===== src/dmc_pkg.sv =====
// constants and types shared by the dsp mac coprocessor files
package dmc_pkg;
    localparam int ACC_W = 40;
    localparam int WORD_W = 32;
    localparam int HALF_W = 16;
    localparam int HI_W = ACC_W - WORD_W;
    localparam logic [ACC_W-1:0] ACC_RESET = 40'h00_0000_0000;
    localparam logic ACCESS_EN_RESET = 1'b0;
    // field positions of the multiply-with-internal-accumulate format
    localparam int COND_MSB = 31;
    localparam int COND_LSB = 28;
    localparam int FIXED_MSB = 27;
    localparam int FIXED_LSB = 20;
    localparam int OPC_MSB = 19;
    localparam int OPC_LSB = 16;
    localparam int MULR_MSB = 15;
    localparam int MULR_LSB = 12;
    localparam int ZERO_MSB = 11;
    localparam int ZERO_LSB = 8;
    localparam int ACCSEL_MSB = 7;
    localparam int ACCSEL_LSB = 5;
    localparam int ONE_BIT = 4;
    localparam int MCND_MSB = 3;
    localparam int MCND_LSB = 0;
    localparam int SEL_MCND_BIT = 17;
    localparam int SEL_MULR_BIT = 16;
    localparam int ENABLE_BIT = 0;
    localparam logic [7:0] FIXED_CODE = 8'he2;
    localparam logic [3:0] ZERO_CODE = 4'h0;
    localparam logic [2:0] ACC_ZERO = 3'h0;
    localparam logic [3:0] OPC_WORD = 4'h0;
    localparam logic [3:0] OPC_PACKED = 4'h8;
    localparam logic [1:0] OPC_SEL_TOP = 2'h3;
    // condition flags as n z c v, bit 3 down to bit 0
    localparam int FLAG_N = 3;
    localparam int FLAG_Z = 2;
    localparam int FLAG_C = 1;
    localparam int FLAG_V = 0;

    typedef enum logic [1:0] {
        MAC_WORD = 2'b00,
        MAC_PACKED = 2'b01,
        MAC_SELECT = 2'b11
    } dmc_mac_mode_t;

    function automatic logic cond_pass(input logic [3:0] cond, input logic [3:0] f);
        logic p;
        p = 1'b0;
        case (cond[3:1])
            3'h0: p = f[FLAG_Z];
            3'h1: p = f[FLAG_C];
            3'h2: p = f[FLAG_N];
            3'h3: p = f[FLAG_V];
            3'h4: p = f[FLAG_C] & ~f[FLAG_Z];
            3'h5: p = (f[FLAG_N] == f[FLAG_V]);
            3'h6: p = (f[FLAG_N] == f[FLAG_V]) & ~f[FLAG_Z];
            default: p = 1'b1;
        endcase
        // the never encoding is not passed by anything
        if (cond == 4'hf) begin
            return 1'b0;
        end
        if (cond[3:1] == 3'h7) begin
            return 1'b1;
        end
        return p ^ cond[0];
    endfunction
endpackage


===== src/dmc_mac_if.sv =====
// carrier between the decoder and the multiply-add datapath
`timescale 1ns/1ps
interface dmc_mac_if;
    dmc_pkg::dmc_mac_mode_t mode;
    logic [dmc_pkg::WORD_W-1:0] multiplier;
    logic [dmc_pkg::WORD_W-1:0] multiplicand;
    logic sel_hi_multiplicand;
    logic sel_hi_multiplier;
    logic [dmc_pkg::ACC_W-1:0] addend;
    logic [dmc_pkg::ACC_W-1:0] sum;
    modport ctrl (
        output mode,
        output multiplier,
        output multiplicand,
        output sel_hi_multiplicand,
        output sel_hi_multiplier,
        output addend,
        input sum
    );
    modport unit (
        input mode,
        input multiplier,
        input multiplicand,
        input sel_hi_multiplicand,
        input sel_hi_multiplier,
        input addend,
        output sum
    );
endinterface


===== src/dmc_mac_unit.sv =====
// combinational signed multiply-add datapath for the internal accumulator
`timescale 1ns/1ps
module dmc_mac_unit (
    dmc_mac_if.unit mac
);
    localparam int W = dmc_pkg::WORD_W;
    localparam int H = dmc_pkg::HALF_W;
    localparam int A = dmc_pkg::ACC_W;

    logic signed [2*W-1:0] word_prod;
    logic signed [W-1:0] lo_prod;
    logic signed [W-1:0] hi_prod;
    logic signed [W-1:0] sel_prod;
    logic signed [H-1:0] op_mcnd;
    logic signed [H-1:0] op_mulr;
    logic [A-1:0] delta;

    // every operand is signed, there is no unsigned mode
    assign word_prod = $signed(mac.multiplier) * $signed(mac.multiplicand);
    assign lo_prod = $signed(mac.multiplicand[H-1:0]) * $signed(mac.multiplier[H-1:0]);
    assign hi_prod = $signed(mac.multiplicand[W-1:H]) * $signed(mac.multiplier[W-1:H]);
    assign op_mcnd = mac.sel_hi_multiplicand ? mac.multiplicand[W-1:H]
                                             : mac.multiplicand[H-1:0];
    assign op_mulr = mac.sel_hi_multiplier ? mac.multiplier[W-1:H]
                                           : mac.multiplier[H-1:0];
    assign sel_prod = op_mcnd * op_mulr;

    always_comb begin
        case (mac.mode)
            dmc_pkg::MAC_WORD: delta = word_prod[A-1:0];
            // products sign-extended before the add so the pair cannot overflow 32 bits
            dmc_pkg::MAC_PACKED: delta = A'(lo_prod) + A'(hi_prod);
            dmc_pkg::MAC_SELECT: delta = A'(sel_prod);
            default: delta = '0;
        endcase
    end

    // plain 40-bit add, wraps without saturation or overflow flag
    assign mac.sum = mac.addend + delta;
endmodule


===== src/dmc_coproc.sv =====
// dsp mac coprocessor top: decode, access gating, accumulator and transfers
// Contract
// - one shared 40-bit internal accumulator
// - products accumulate internally, not into registers
// - accumulator written from and read to core
// - accepted in any mode when enable set
// - disabled access traps undefined, accumulator kept
// - only privileged writes change the enable
// - condition code from bits 31 to 28
// - register-transfer space; multiplier 15:12, multiplicand 3:0
// - operation type from bits 19 to 16
// - 0000 word, 1000 packed, others unpredictable
// - accumulator select from bits 7 to 5
// - only accumulator zero implemented
// - word op multiplies and adds to accumulator
// - operands always signed two's complement
// - update only when condition passes
// - packed op adds two sign-extended halfword products
// - bit 17 multiplicand half, bit 16 multiplier half
// - core condition flags never updated
`timescale 1ns/1ps
module dmc_coproc (
    input wire logic CLK_IN,
    input wire logic RSTN_IN,
    input wire logic INSTR_VALID_IN,
    input wire logic [31:0] INSTR_IN,
    input wire logic [3:0] FLAGS_IN,
    input wire logic [31:0] MULTIPLIER_IN,
    input wire logic [31:0] MULTIPLICAND_IN,
    input wire logic ACC_WRITE_IN,
    input wire logic [31:0] ACC_WRITE_LO_IN,
    input wire logic [31:0] ACC_WRITE_HI_IN,
    input wire logic ACC_READ_IN,
    input wire logic ACCESS_WRITE_IN,
    input wire logic [31:0] ACCESS_DATA_IN,
    input wire logic PRIVILEGED_IN,
    output logic DONE_OUT,
    output logic UNDEF_OUT,
    output logic READ_VALID_OUT,
    output logic [31:0] ACC_READ_LO_OUT,
    output logic [31:0] ACC_READ_HI_OUT,
    output logic ACCESS_EN_OUT
);
    localparam int A = dmc_pkg::ACC_W;
    localparam int W = dmc_pkg::WORD_W;

    dmc_mac_if mac ();

    logic access_en_q;
    logic [A-1:0] acc_q;
    logic done_q;
    logic undef_q;
    logic read_valid_q;
    logic [W-1:0] read_lo_q;
    logic [W-1:0] read_hi_q;
    logic is_mac;
    logic [3:0] opc;
    logic opc_ok;
    logic mac_fire;
    logic xfer_req;
    logic any_req;

    // format lies in the coprocessor register-transfer space
    assign is_mac = INSTR_VALID_IN
        && (INSTR_IN[dmc_pkg::FIXED_MSB:dmc_pkg::FIXED_LSB] == dmc_pkg::FIXED_CODE)
        && (INSTR_IN[dmc_pkg::ZERO_MSB:dmc_pkg::ZERO_LSB] == dmc_pkg::ZERO_CODE)
        && INSTR_IN[dmc_pkg::ONE_BIT];
    assign opc = INSTR_IN[dmc_pkg::OPC_MSB:dmc_pkg::OPC_LSB];
    // unlisted encodings are unpredictable; here 11xx does a selected halfword multiply, the rest do nothing
    assign opc_ok = (opc == dmc_pkg::OPC_WORD) || (opc == dmc_pkg::OPC_PACKED)
        || (opc[3:2] == dmc_pkg::OPC_SEL_TOP);
    // a nonzero accumulator select is unsupported and leaves acc alone
    assign mac_fire = is_mac && access_en_q && opc_ok
        && (INSTR_IN[dmc_pkg::ACCSEL_MSB:dmc_pkg::ACCSEL_LSB] == dmc_pkg::ACC_ZERO)
        && dmc_pkg::cond_pass(INSTR_IN[dmc_pkg::COND_MSB:dmc_pkg::COND_LSB], FLAGS_IN);
    assign xfer_req = ACC_WRITE_IN || ACC_READ_IN;
    assign any_req = is_mac || xfer_req;

    always_comb begin
        if (opc == dmc_pkg::OPC_WORD) begin
            mac.mode = dmc_pkg::MAC_WORD;
        end else if (opc == dmc_pkg::OPC_PACKED) begin
            mac.mode = dmc_pkg::MAC_PACKED;
        end else begin
            mac.mode = dmc_pkg::MAC_SELECT;
        end
    end
    // register values arrive already read by the core from the numbered fields
    assign mac.multiplier = MULTIPLIER_IN;
    assign mac.multiplicand = MULTIPLICAND_IN;
    assign mac.sel_hi_multiplicand = INSTR_IN[dmc_pkg::SEL_MCND_BIT];
    assign mac.sel_hi_multiplier = INSTR_IN[dmc_pkg::SEL_MULR_BIT];
    assign mac.addend = acc_q;

    dmc_mac_unit u_mac (
        .mac(mac)
    );

    // enable bit is changed by privileged writes only
    always_ff @(posedge CLK_IN or negedge RSTN_IN) begin
        if (!RSTN_IN) begin
            access_en_q <= dmc_pkg::ACCESS_EN_RESET;
        end else if (ACCESS_WRITE_IN && PRIVILEGED_IN) begin
            access_en_q <= ACCESS_DATA_IN[dmc_pkg::ENABLE_BIT];
        end
    end

    // single accumulator, reset to zero though software must load it
    always_ff @(posedge CLK_IN or negedge RSTN_IN) begin
        if (!RSTN_IN) begin
            acc_q <= dmc_pkg::ACC_RESET;
        end else if (mac_fire) begin
            acc_q <= mac.sum;
        end else if (ACC_WRITE_IN && access_en_q) begin
            acc_q <= {ACC_WRITE_HI_IN[dmc_pkg::HI_W-1:0], ACC_WRITE_LO_IN};
        end
    end

    // read returns low word and the top byte sign-extended into a word
    always_ff @(posedge CLK_IN or negedge RSTN_IN) begin
        if (!RSTN_IN) begin
            read_valid_q <= 1'b0;
            read_lo_q <= '0;
            read_hi_q <= '0;
        end else begin
            read_valid_q <= ACC_READ_IN && access_en_q;
            if (ACC_READ_IN && access_en_q) begin
                read_lo_q <= acc_q[W-1:0];
                read_hi_q <= W'($signed(acc_q[A-1:W]));
            end
        end
    end

    // any request while disabled traps, the accumulator paths above are gated
    always_ff @(posedge CLK_IN or negedge RSTN_IN) begin
        if (!RSTN_IN) begin
            undef_q <= 1'b0;
            done_q <= 1'b0;
        end else begin
            undef_q <= any_req && !access_en_q;
            done_q <= any_req && access_en_q;
        end
    end

    // no flag output exists: the core flags are never written from here
    assign DONE_OUT = done_q;
    assign UNDEF_OUT = undef_q;
    assign READ_VALID_OUT = read_valid_q;
    assign ACC_READ_LO_OUT = read_lo_q;
    assign ACC_READ_HI_OUT = read_hi_q;
    assign ACCESS_EN_OUT = access_en_q;
endmodule


===== config.mk =====
export PLATFORM = sky130hd
export DESIGN_NAME = dmc_coproc
export DESIGN_NICKNAME = d
export VERILOG_FILES = /design/src/dmc_pkg.sv /design/src/dmc_mac_if.sv /design/src/dmc_mac_unit.sv /design/src/dmc_coproc.sv
export SDC_FILE = /design/constraint.sdc
export NUM_CORES = 2
export LEC_CHECK = 0
export BUFFER_PORTS_ARGS = -buffer_cell sky130_fd_sc_hd__buf_2
export CAP_MARGIN = 20
export CORE_ASPECT_RATIO = 0.5
export CORE_MARGIN = 8
export CORE_UTILIZATION = 40
export DETAILED_ROUTE_END_ITERATION = 7
export PLACE_DENSITY = 0.58
export SLEW_MARGIN = 20
export SYNTH_ARGS = -nofsm -noshare
export SYNTH_HDL_FRONTEND = slang
export SYNTH_HIERARCHICAL = 1
export SYNTH_SLANG_ARGS = --single-unit
export TNS_END_PERCENT = 30

===== constraint.sdc =====
create_clock -name CLK_IN -period 5.5 [get_ports CLK_IN]
set_input_delay 0.825 -clock CLK_IN [delete_from_list [all_inputs] [get_ports CLK_IN]]
set_output_delay 0.825 -clock CLK_IN [all_outputs]
set_load 0.02 [all_outputs]

---- After elaboration in Yosys (flattened, before gate mapping) ----
Cells that the tools add are included.
cells by class
  bitwise gates (word level) .............. 4
  eq/ne operators ......................... 14
  add/sub/neg operators ................... 2
  multipliers ............................. 4
  multiplexer cells ....................... 15
  reduce and logical (&&, ||, !) cells .... 23
operators with widths
  kind                  count
  $pmux W40 S3          1
  $mul A16 B16 Y32      3
  $mux W40              2
  $add A40 B40 Y40      1
  $mul A32 B32 Y40      1
  $add A32 B32 Y33      1
  $mux W16              2
  $eq A3 B3 Y1 const B  4
  $logic_and A1 B1 Y1   12
  $eq A4 B4 Y1 const B  2
  $eq A8 B8 Y1 const B  1
  $logic_not A4 Y1      2
  $mux W1               7
  $pmux W1 S7           1
  $eq A3 B2 Y1 const B  2
  $logic_not A3 Y1      2
  $eq A2 B2 Y1 const B  2
  $logic_or A1 B1 Y1    4
  $mux W2               2
  $eq A3 B1 Y1 const B  1
  $and A1 B1 Y1         2
  $eq A2 B1 Y1 const B  1
  $logic_not A2 Y1      1
  $reduce_bool A2 Y1    1
  4 further kinds       4
storage, ports and cells
  bits of input ports ..................... 203
  bits in registers ....................... 84
  word-level logic and storage cells ...... 69
  output and inout port bits .............. 68

---- Longest topological paths before layout ----
  word-level depth ........................ 9
  depth in mapped cells ................... 44
  mapped depth without buffers ............ 43

---- Cells and area by module ----
Netlist, hierarchy kept.
modules (own cells, without submodules)
  module        seq. area each (sq um)  area an instance (sq um)  cells an instance  times used
  dmc_mac_unit  0.0                     54050.6                   6017               1
  dmc_coproc    2102.0                  4082.7                    271                1

---- Least setup slack after synthesis ----
Ideal clock, no wire load.
  path kind ............................... input-to-reg
  start ................................... input MULTIPLICAND_IN[9]
  end ..................................... register acc_q[36]
  library setup time ...................... 0.125 ns
  setup slack ............................. -4.534 ns
  required time ........................... 5.375 ns
  buffers on the path ..................... 2
  data arrival time ....................... 9.908 ns
  stages .................................. 39
  cells stage by stage .................... clkbuf_1 > clkbuf_1 > nand2_1 > fa_1 > inv_1 > fa_1 > inv_1 > fa_1 > fa_1 > inv_1 > fa_1 > fa_1 > fa_1 > inv_1 > fa_1 > inv_1 > ha_1 > nand3_1 > [... 3 more ...] > a31oi_1 > o41ai_1 > xnor2_1 > nor2_1 > o21ai_0 > o31ai_1 > ha_1 > a21o_1 > a21o_1 > a21o_1 > a21oi_1 > o41ai_2 > o31a_1 > a21oi_2 > o21ai_2 > a21oi_1 > xnor2_1 > mux2_4
between the ends
  cells in the longest elaborated chain, start to end .. 5
  elaborated cells on any way between the ends .. 8
  classes of those cells .................. add/sub: 2; mul: 3; mux: 3
ends and longest elaborated chain
  element                                               RTL line                                RTL
  from (decl)                                           dmc_coproc.sv:29                        input wire logic [31:0] MULTIPLICAND_IN,
  $mul A16 B16 Y32 or $mux W16 (tied branches)          dmc_mac_unit.sv:20, dmc_mac_unit.sv:22
  $add A32 B32 Y33 or $mul A16 B16 Y32 (tied branches)  dmc_mac_unit.sv:32, dmc_mac_unit.sv:26
  $pmux W40 S3 *                                        dmc_mac_unit.sv:29                      case (mac.mode)
  $add A40 B40 Y40 *                                    dmc_mac_unit.sv:39                      assign mac.sum = mac.addend + delta;
  named net mac.sum, one bit                            dmc_mac_if.sv:10                        logic [dmc_pkg::ACC_W-1:0] sum;
  $mux W40 *                                            dmc_coproc.sv:112                       end else if (mac_fire) begin
  to (signal assigned)                                  dmc_coproc.sv:111                       acc_q <= dmc_pkg::ACC_RESET;
  to (signal assigned)                                  dmc_coproc.sv:113                       acc_q <= mac.sum;
  to (signal assigned)                                  dmc_coproc.sv:115                       acc_q <= {ACC_WRITE_HI_IN[dmc_pkg::HI_W-1:0], ACC_WRITE_LO_IN};
  to (decl)                                             dmc_coproc.sv:50                        logic [A-1:0] acc_q;
Mark *: on every way through the listed nets, which the timed path passes. The rest lies on a longest branch.
A chain may end at the register's enable or synchronous reset.

---- Worst setup path in the final report ----
  start ................................... input MULTIPLIER_IN[17]
  end ..................................... register acc_q[36]
between the ends
  cells in the longest elaborated chain, start to end .. 5
  elaborated cells on any way between the ends .. 8
  classes of those cells .................. add/sub: 2; mul: 3; mux: 3
ends and longest elaborated chain
  element                                               RTL line                                RTL
  from (decl)                                           dmc_coproc.sv:28                        input wire logic [31:0] MULTIPLIER_IN,
  $mul A16 B16 Y32 or $mux W16 (tied branches)          dmc_mac_unit.sv:21, dmc_mac_unit.sv:24
  $add A32 B32 Y33 or $mul A16 B16 Y32 (tied branches)  dmc_mac_unit.sv:32, dmc_mac_unit.sv:26
  $pmux W40 S3 *                                        dmc_mac_unit.sv:29
  $add A40 B40 Y40 *                                    dmc_mac_unit.sv:39
  named net mac.sum, one bit                            dmc_mac_if.sv:10
  $mux W40 *                                            dmc_coproc.sv:112
Marked as above.

==> out/qor.yml <==
timing:
  max_slew_margin_pct: 45.2
  rsz0062_at_grt: "true"
  fmax_mhz: 103
  fin_crit_ns: 9.73
  drv_slew: 0
  hold_viol: 0
  setup_viol: 36
  setup_slack_ns: -4.23
  fin_crit_sh_pct: 177
  worstMarginPinSlew_ns: 0.822
  fin_skew_ns: 0.0194
  finalSetupTns_ns: -112.62
grt:
  antenna_found_initial: 11
  grt_max_degree: 48
  overflow: 0
  grt_usage_pct: 25.8
  grt_first_pass_wirelength_um: 310000
  grt_pass1_vias: 49800
setup_path:
  regToRegEndpoint: "acc_q[36]$_DFFE_PN0P_"
  r2r_start: "acc_q[0]$_DFFE_PN0P_"
  critPathCaptureType: "flop"
  critPathKind: "primary input to flop"
  crit_required_ns: 5.76
  cp.arrival_ns: 9.98
  cp-start-kind: "primary input"
  slowest_stage: "fa_2"
  cpPeakStageDelay_ns: 0.60
  crit_fanout: 6
  crit_path_frequent_cell: "fa_1"
  r2r_cells: 16
  r2r_slack_ns: 1.79
place:
  post-dp-hpwl_um: 180000
  io_buffers: 207
  dp_slack_ns: -5.06
  gp_congestion: 0.995
die:
  die_x_um: 555
  initial_core_util_pct: 40.1
  die_area_um2: 159000
  rows: 99
  dieHeight_um: 286
  ios: 271
  core-area_um2: 145000
routing:
  drt_iter0_drc: 3315
  drt-total-wl_um: 204000
  ant_nets: 0
  drtPass1Iterations: 6
  vias: 45900
  viasPerCell: 4.88
  drc: 0
  wl_per_cell_um: 21.7
logic_synthesis:
  ys_types: 94
  yosysWarningCount: 6
  synth_top_area_share_pct: 50.7
  syn_avg_cell_area_um2: 9.25
  synth_seq_cells: 84
  synth_area_um2: 58100
  synth_nets: 8383
  synth_top_cell_by_area: "fa_1"
  synth_cells: 6288
  ys_top_cells_by_area: "fa_1 51%, inv_1 11%, ha_1 9.0%"
  synth_edf_count: 0
  yosysSeqAreaShare_pct: 3.62
  ys.flop_type: "dfrtp_1"
  async_reset_ff_share_pct: 100
clocking:
  cts-htree-levels: 3
  clkLatencyLatePin_ns: 0.38
  cts_sinks: 84
  clkSlewWorstSetupHoldPaths_ns: 0.08
  tritoncts: "built"
  cts_buffers: 9
  ctsRootBufferMaster: "clkbuf_16"
  clockBufferDepth: 2
job:
  maxCapViolCount: 0
final_layout:
  fin_nets: 9509
  drive_above_1_share_pct: 25.7
  areaGrowthSynthToFinish_pct: 25.1
  mostFrequentLayoutCells: "1693 x inv_1, 1417 x fa_1, 1087 x buf_4"
  final_common_cell: "inv_1"
run_status:
  status: "finished, violations left"
  violations: "setup timing"
worst_hold_path:
  hp-class: "primary input to async pin"
==> layer usage <==
layer | track usage (%) | vias to the layer above | wire [um]
met5 | 0 | - | 27
met4 | 5.68 | 4 | 4880
met3 | 6.92 | 221 | 22300
met2 | 38.6 | 1755 | 87400
met1 | 37.5 | 23400 | 89100
li1 | - | 20500 | -
==> cell type report <==
type	count	area (um^2)
inverter	1728	6490
sequential	84	2100
clock buffer	10	239
timing repair buffer	1397	11400
fill	13700	72300
antenna	7	17.5
multi-input combinational	4194	50000
tap	1969	2460
clock inverter	6	58.8
==> worst max-delay path, delay by kind of cell <==
kind,cells,cell delay (ns)
AOI/OAI and AO/OA,16,2.70
adders and majority gates,10,4.68
and+or+nand+nor,4,0.47
muxes,1,0.26
xor gates and xnor gates,2,0.28
buffers and inverters,9,0.73
==> synthesized netlist by cell type, types with 29 or more instances <==
cell type / number
a21o_1: 69
a21oi_1: 106
and2_1: 364
clkbuf_1: 242
dfrtp_1: 84
fa_1: 1473
ha_1: 419
inv_1: 1728
mux2_2: 108
mux2_4: 40
mux2i_1: 31
nand2_1: 823
nand2b_1: 35
nand3_1: 29
nor2_1: 188
o21ai_0: 54
xnor2_1: 142
xor2_1: 48
==> repair_timing <==
| action | CTS | global route |
|---|---|---|
| pin swaps | 107 | 222 |
| endpoints found under the setup margin | 37 | 37 |
| gates cloned | 0 | 8 |
| resized for setup | 194 | 279 |
| setup buffers | 21 | 41 |
| hold buffers | 0 | 0 |
==> per-stage QoR <==
step / util, % / area [um^2] / hold WS, ns / std cells
6_report: 50.1 / 72700 / 0.467 / 9395
5_1_grt: 50.1 / 72700 / 0.512 / 9391
4_1_cts: 49.1 / 71200 / 0.477 / 9344
3_5_place_dp: 48.2 / 69900 / 0.488 / 9310
3_3_place_gp: 48.2 / 69900 / 0.484 / 9310
2_1_floorplan: - / 58600 / 0.502 / 6288
==> state kept, by name (all words and copies together) (netlist names) <==
| register | count |
|---|---|
| acc_q | 40 |
| ACC_READ_LO_OUT | 32 |
| ACC_READ_HI_OUT | 8 |
| ACCESS_EN_OUT | 1 |
| DONE_OUT | 1 |
| READ_VALID_OUT | 1 |
| UNDEF_OUT | 1 |
==> worst max path at each step <==
stage	start	endpoint	slack [ns]	depth (start not counted)
3_3_place_gp	MULTIPLIER_IN[20]	acc_q[39]$_DFFE_PN0P_	-5.10	40
5_1_grt	MULTIPLICAND_IN[22]	acc_q[36]$_DFFE_PN0P_	-4.45	42
2_1_floorplan	MULTIPLIER_IN[20]	acc_q[36]$_DFFE_PN0P_	-3.89	40
3_5_place_dp	MULTIPLIER_IN[20]	acc_q[39]$_DFFE_PN0P_	-5.06	39
4_1_cts	MULTIPLICAND_IN[22]	acc_q[36]$_DFFE_PN0P_	-4.23	39
6_report	MULTIPLIER_IN[17]	acc_q[36]$_DFFE_PN0P_	-4.23	42
==> cells by family after synthesis <==
logic type               synth area share (%)
buffers and inverters                    13.2
adder cells (fa/ha/maj)                  59.7
AND/OR/NAND/NOR                          12.2
AO/OA/AOI/OAI                            4.68
XOR/XNOR                                 2.86
multiplexers                             3.72
flip-flops                               3.62
Power is not shown: default switching activity piles up to over one toggle a cycle in this logic, so the estimate is an artifact.
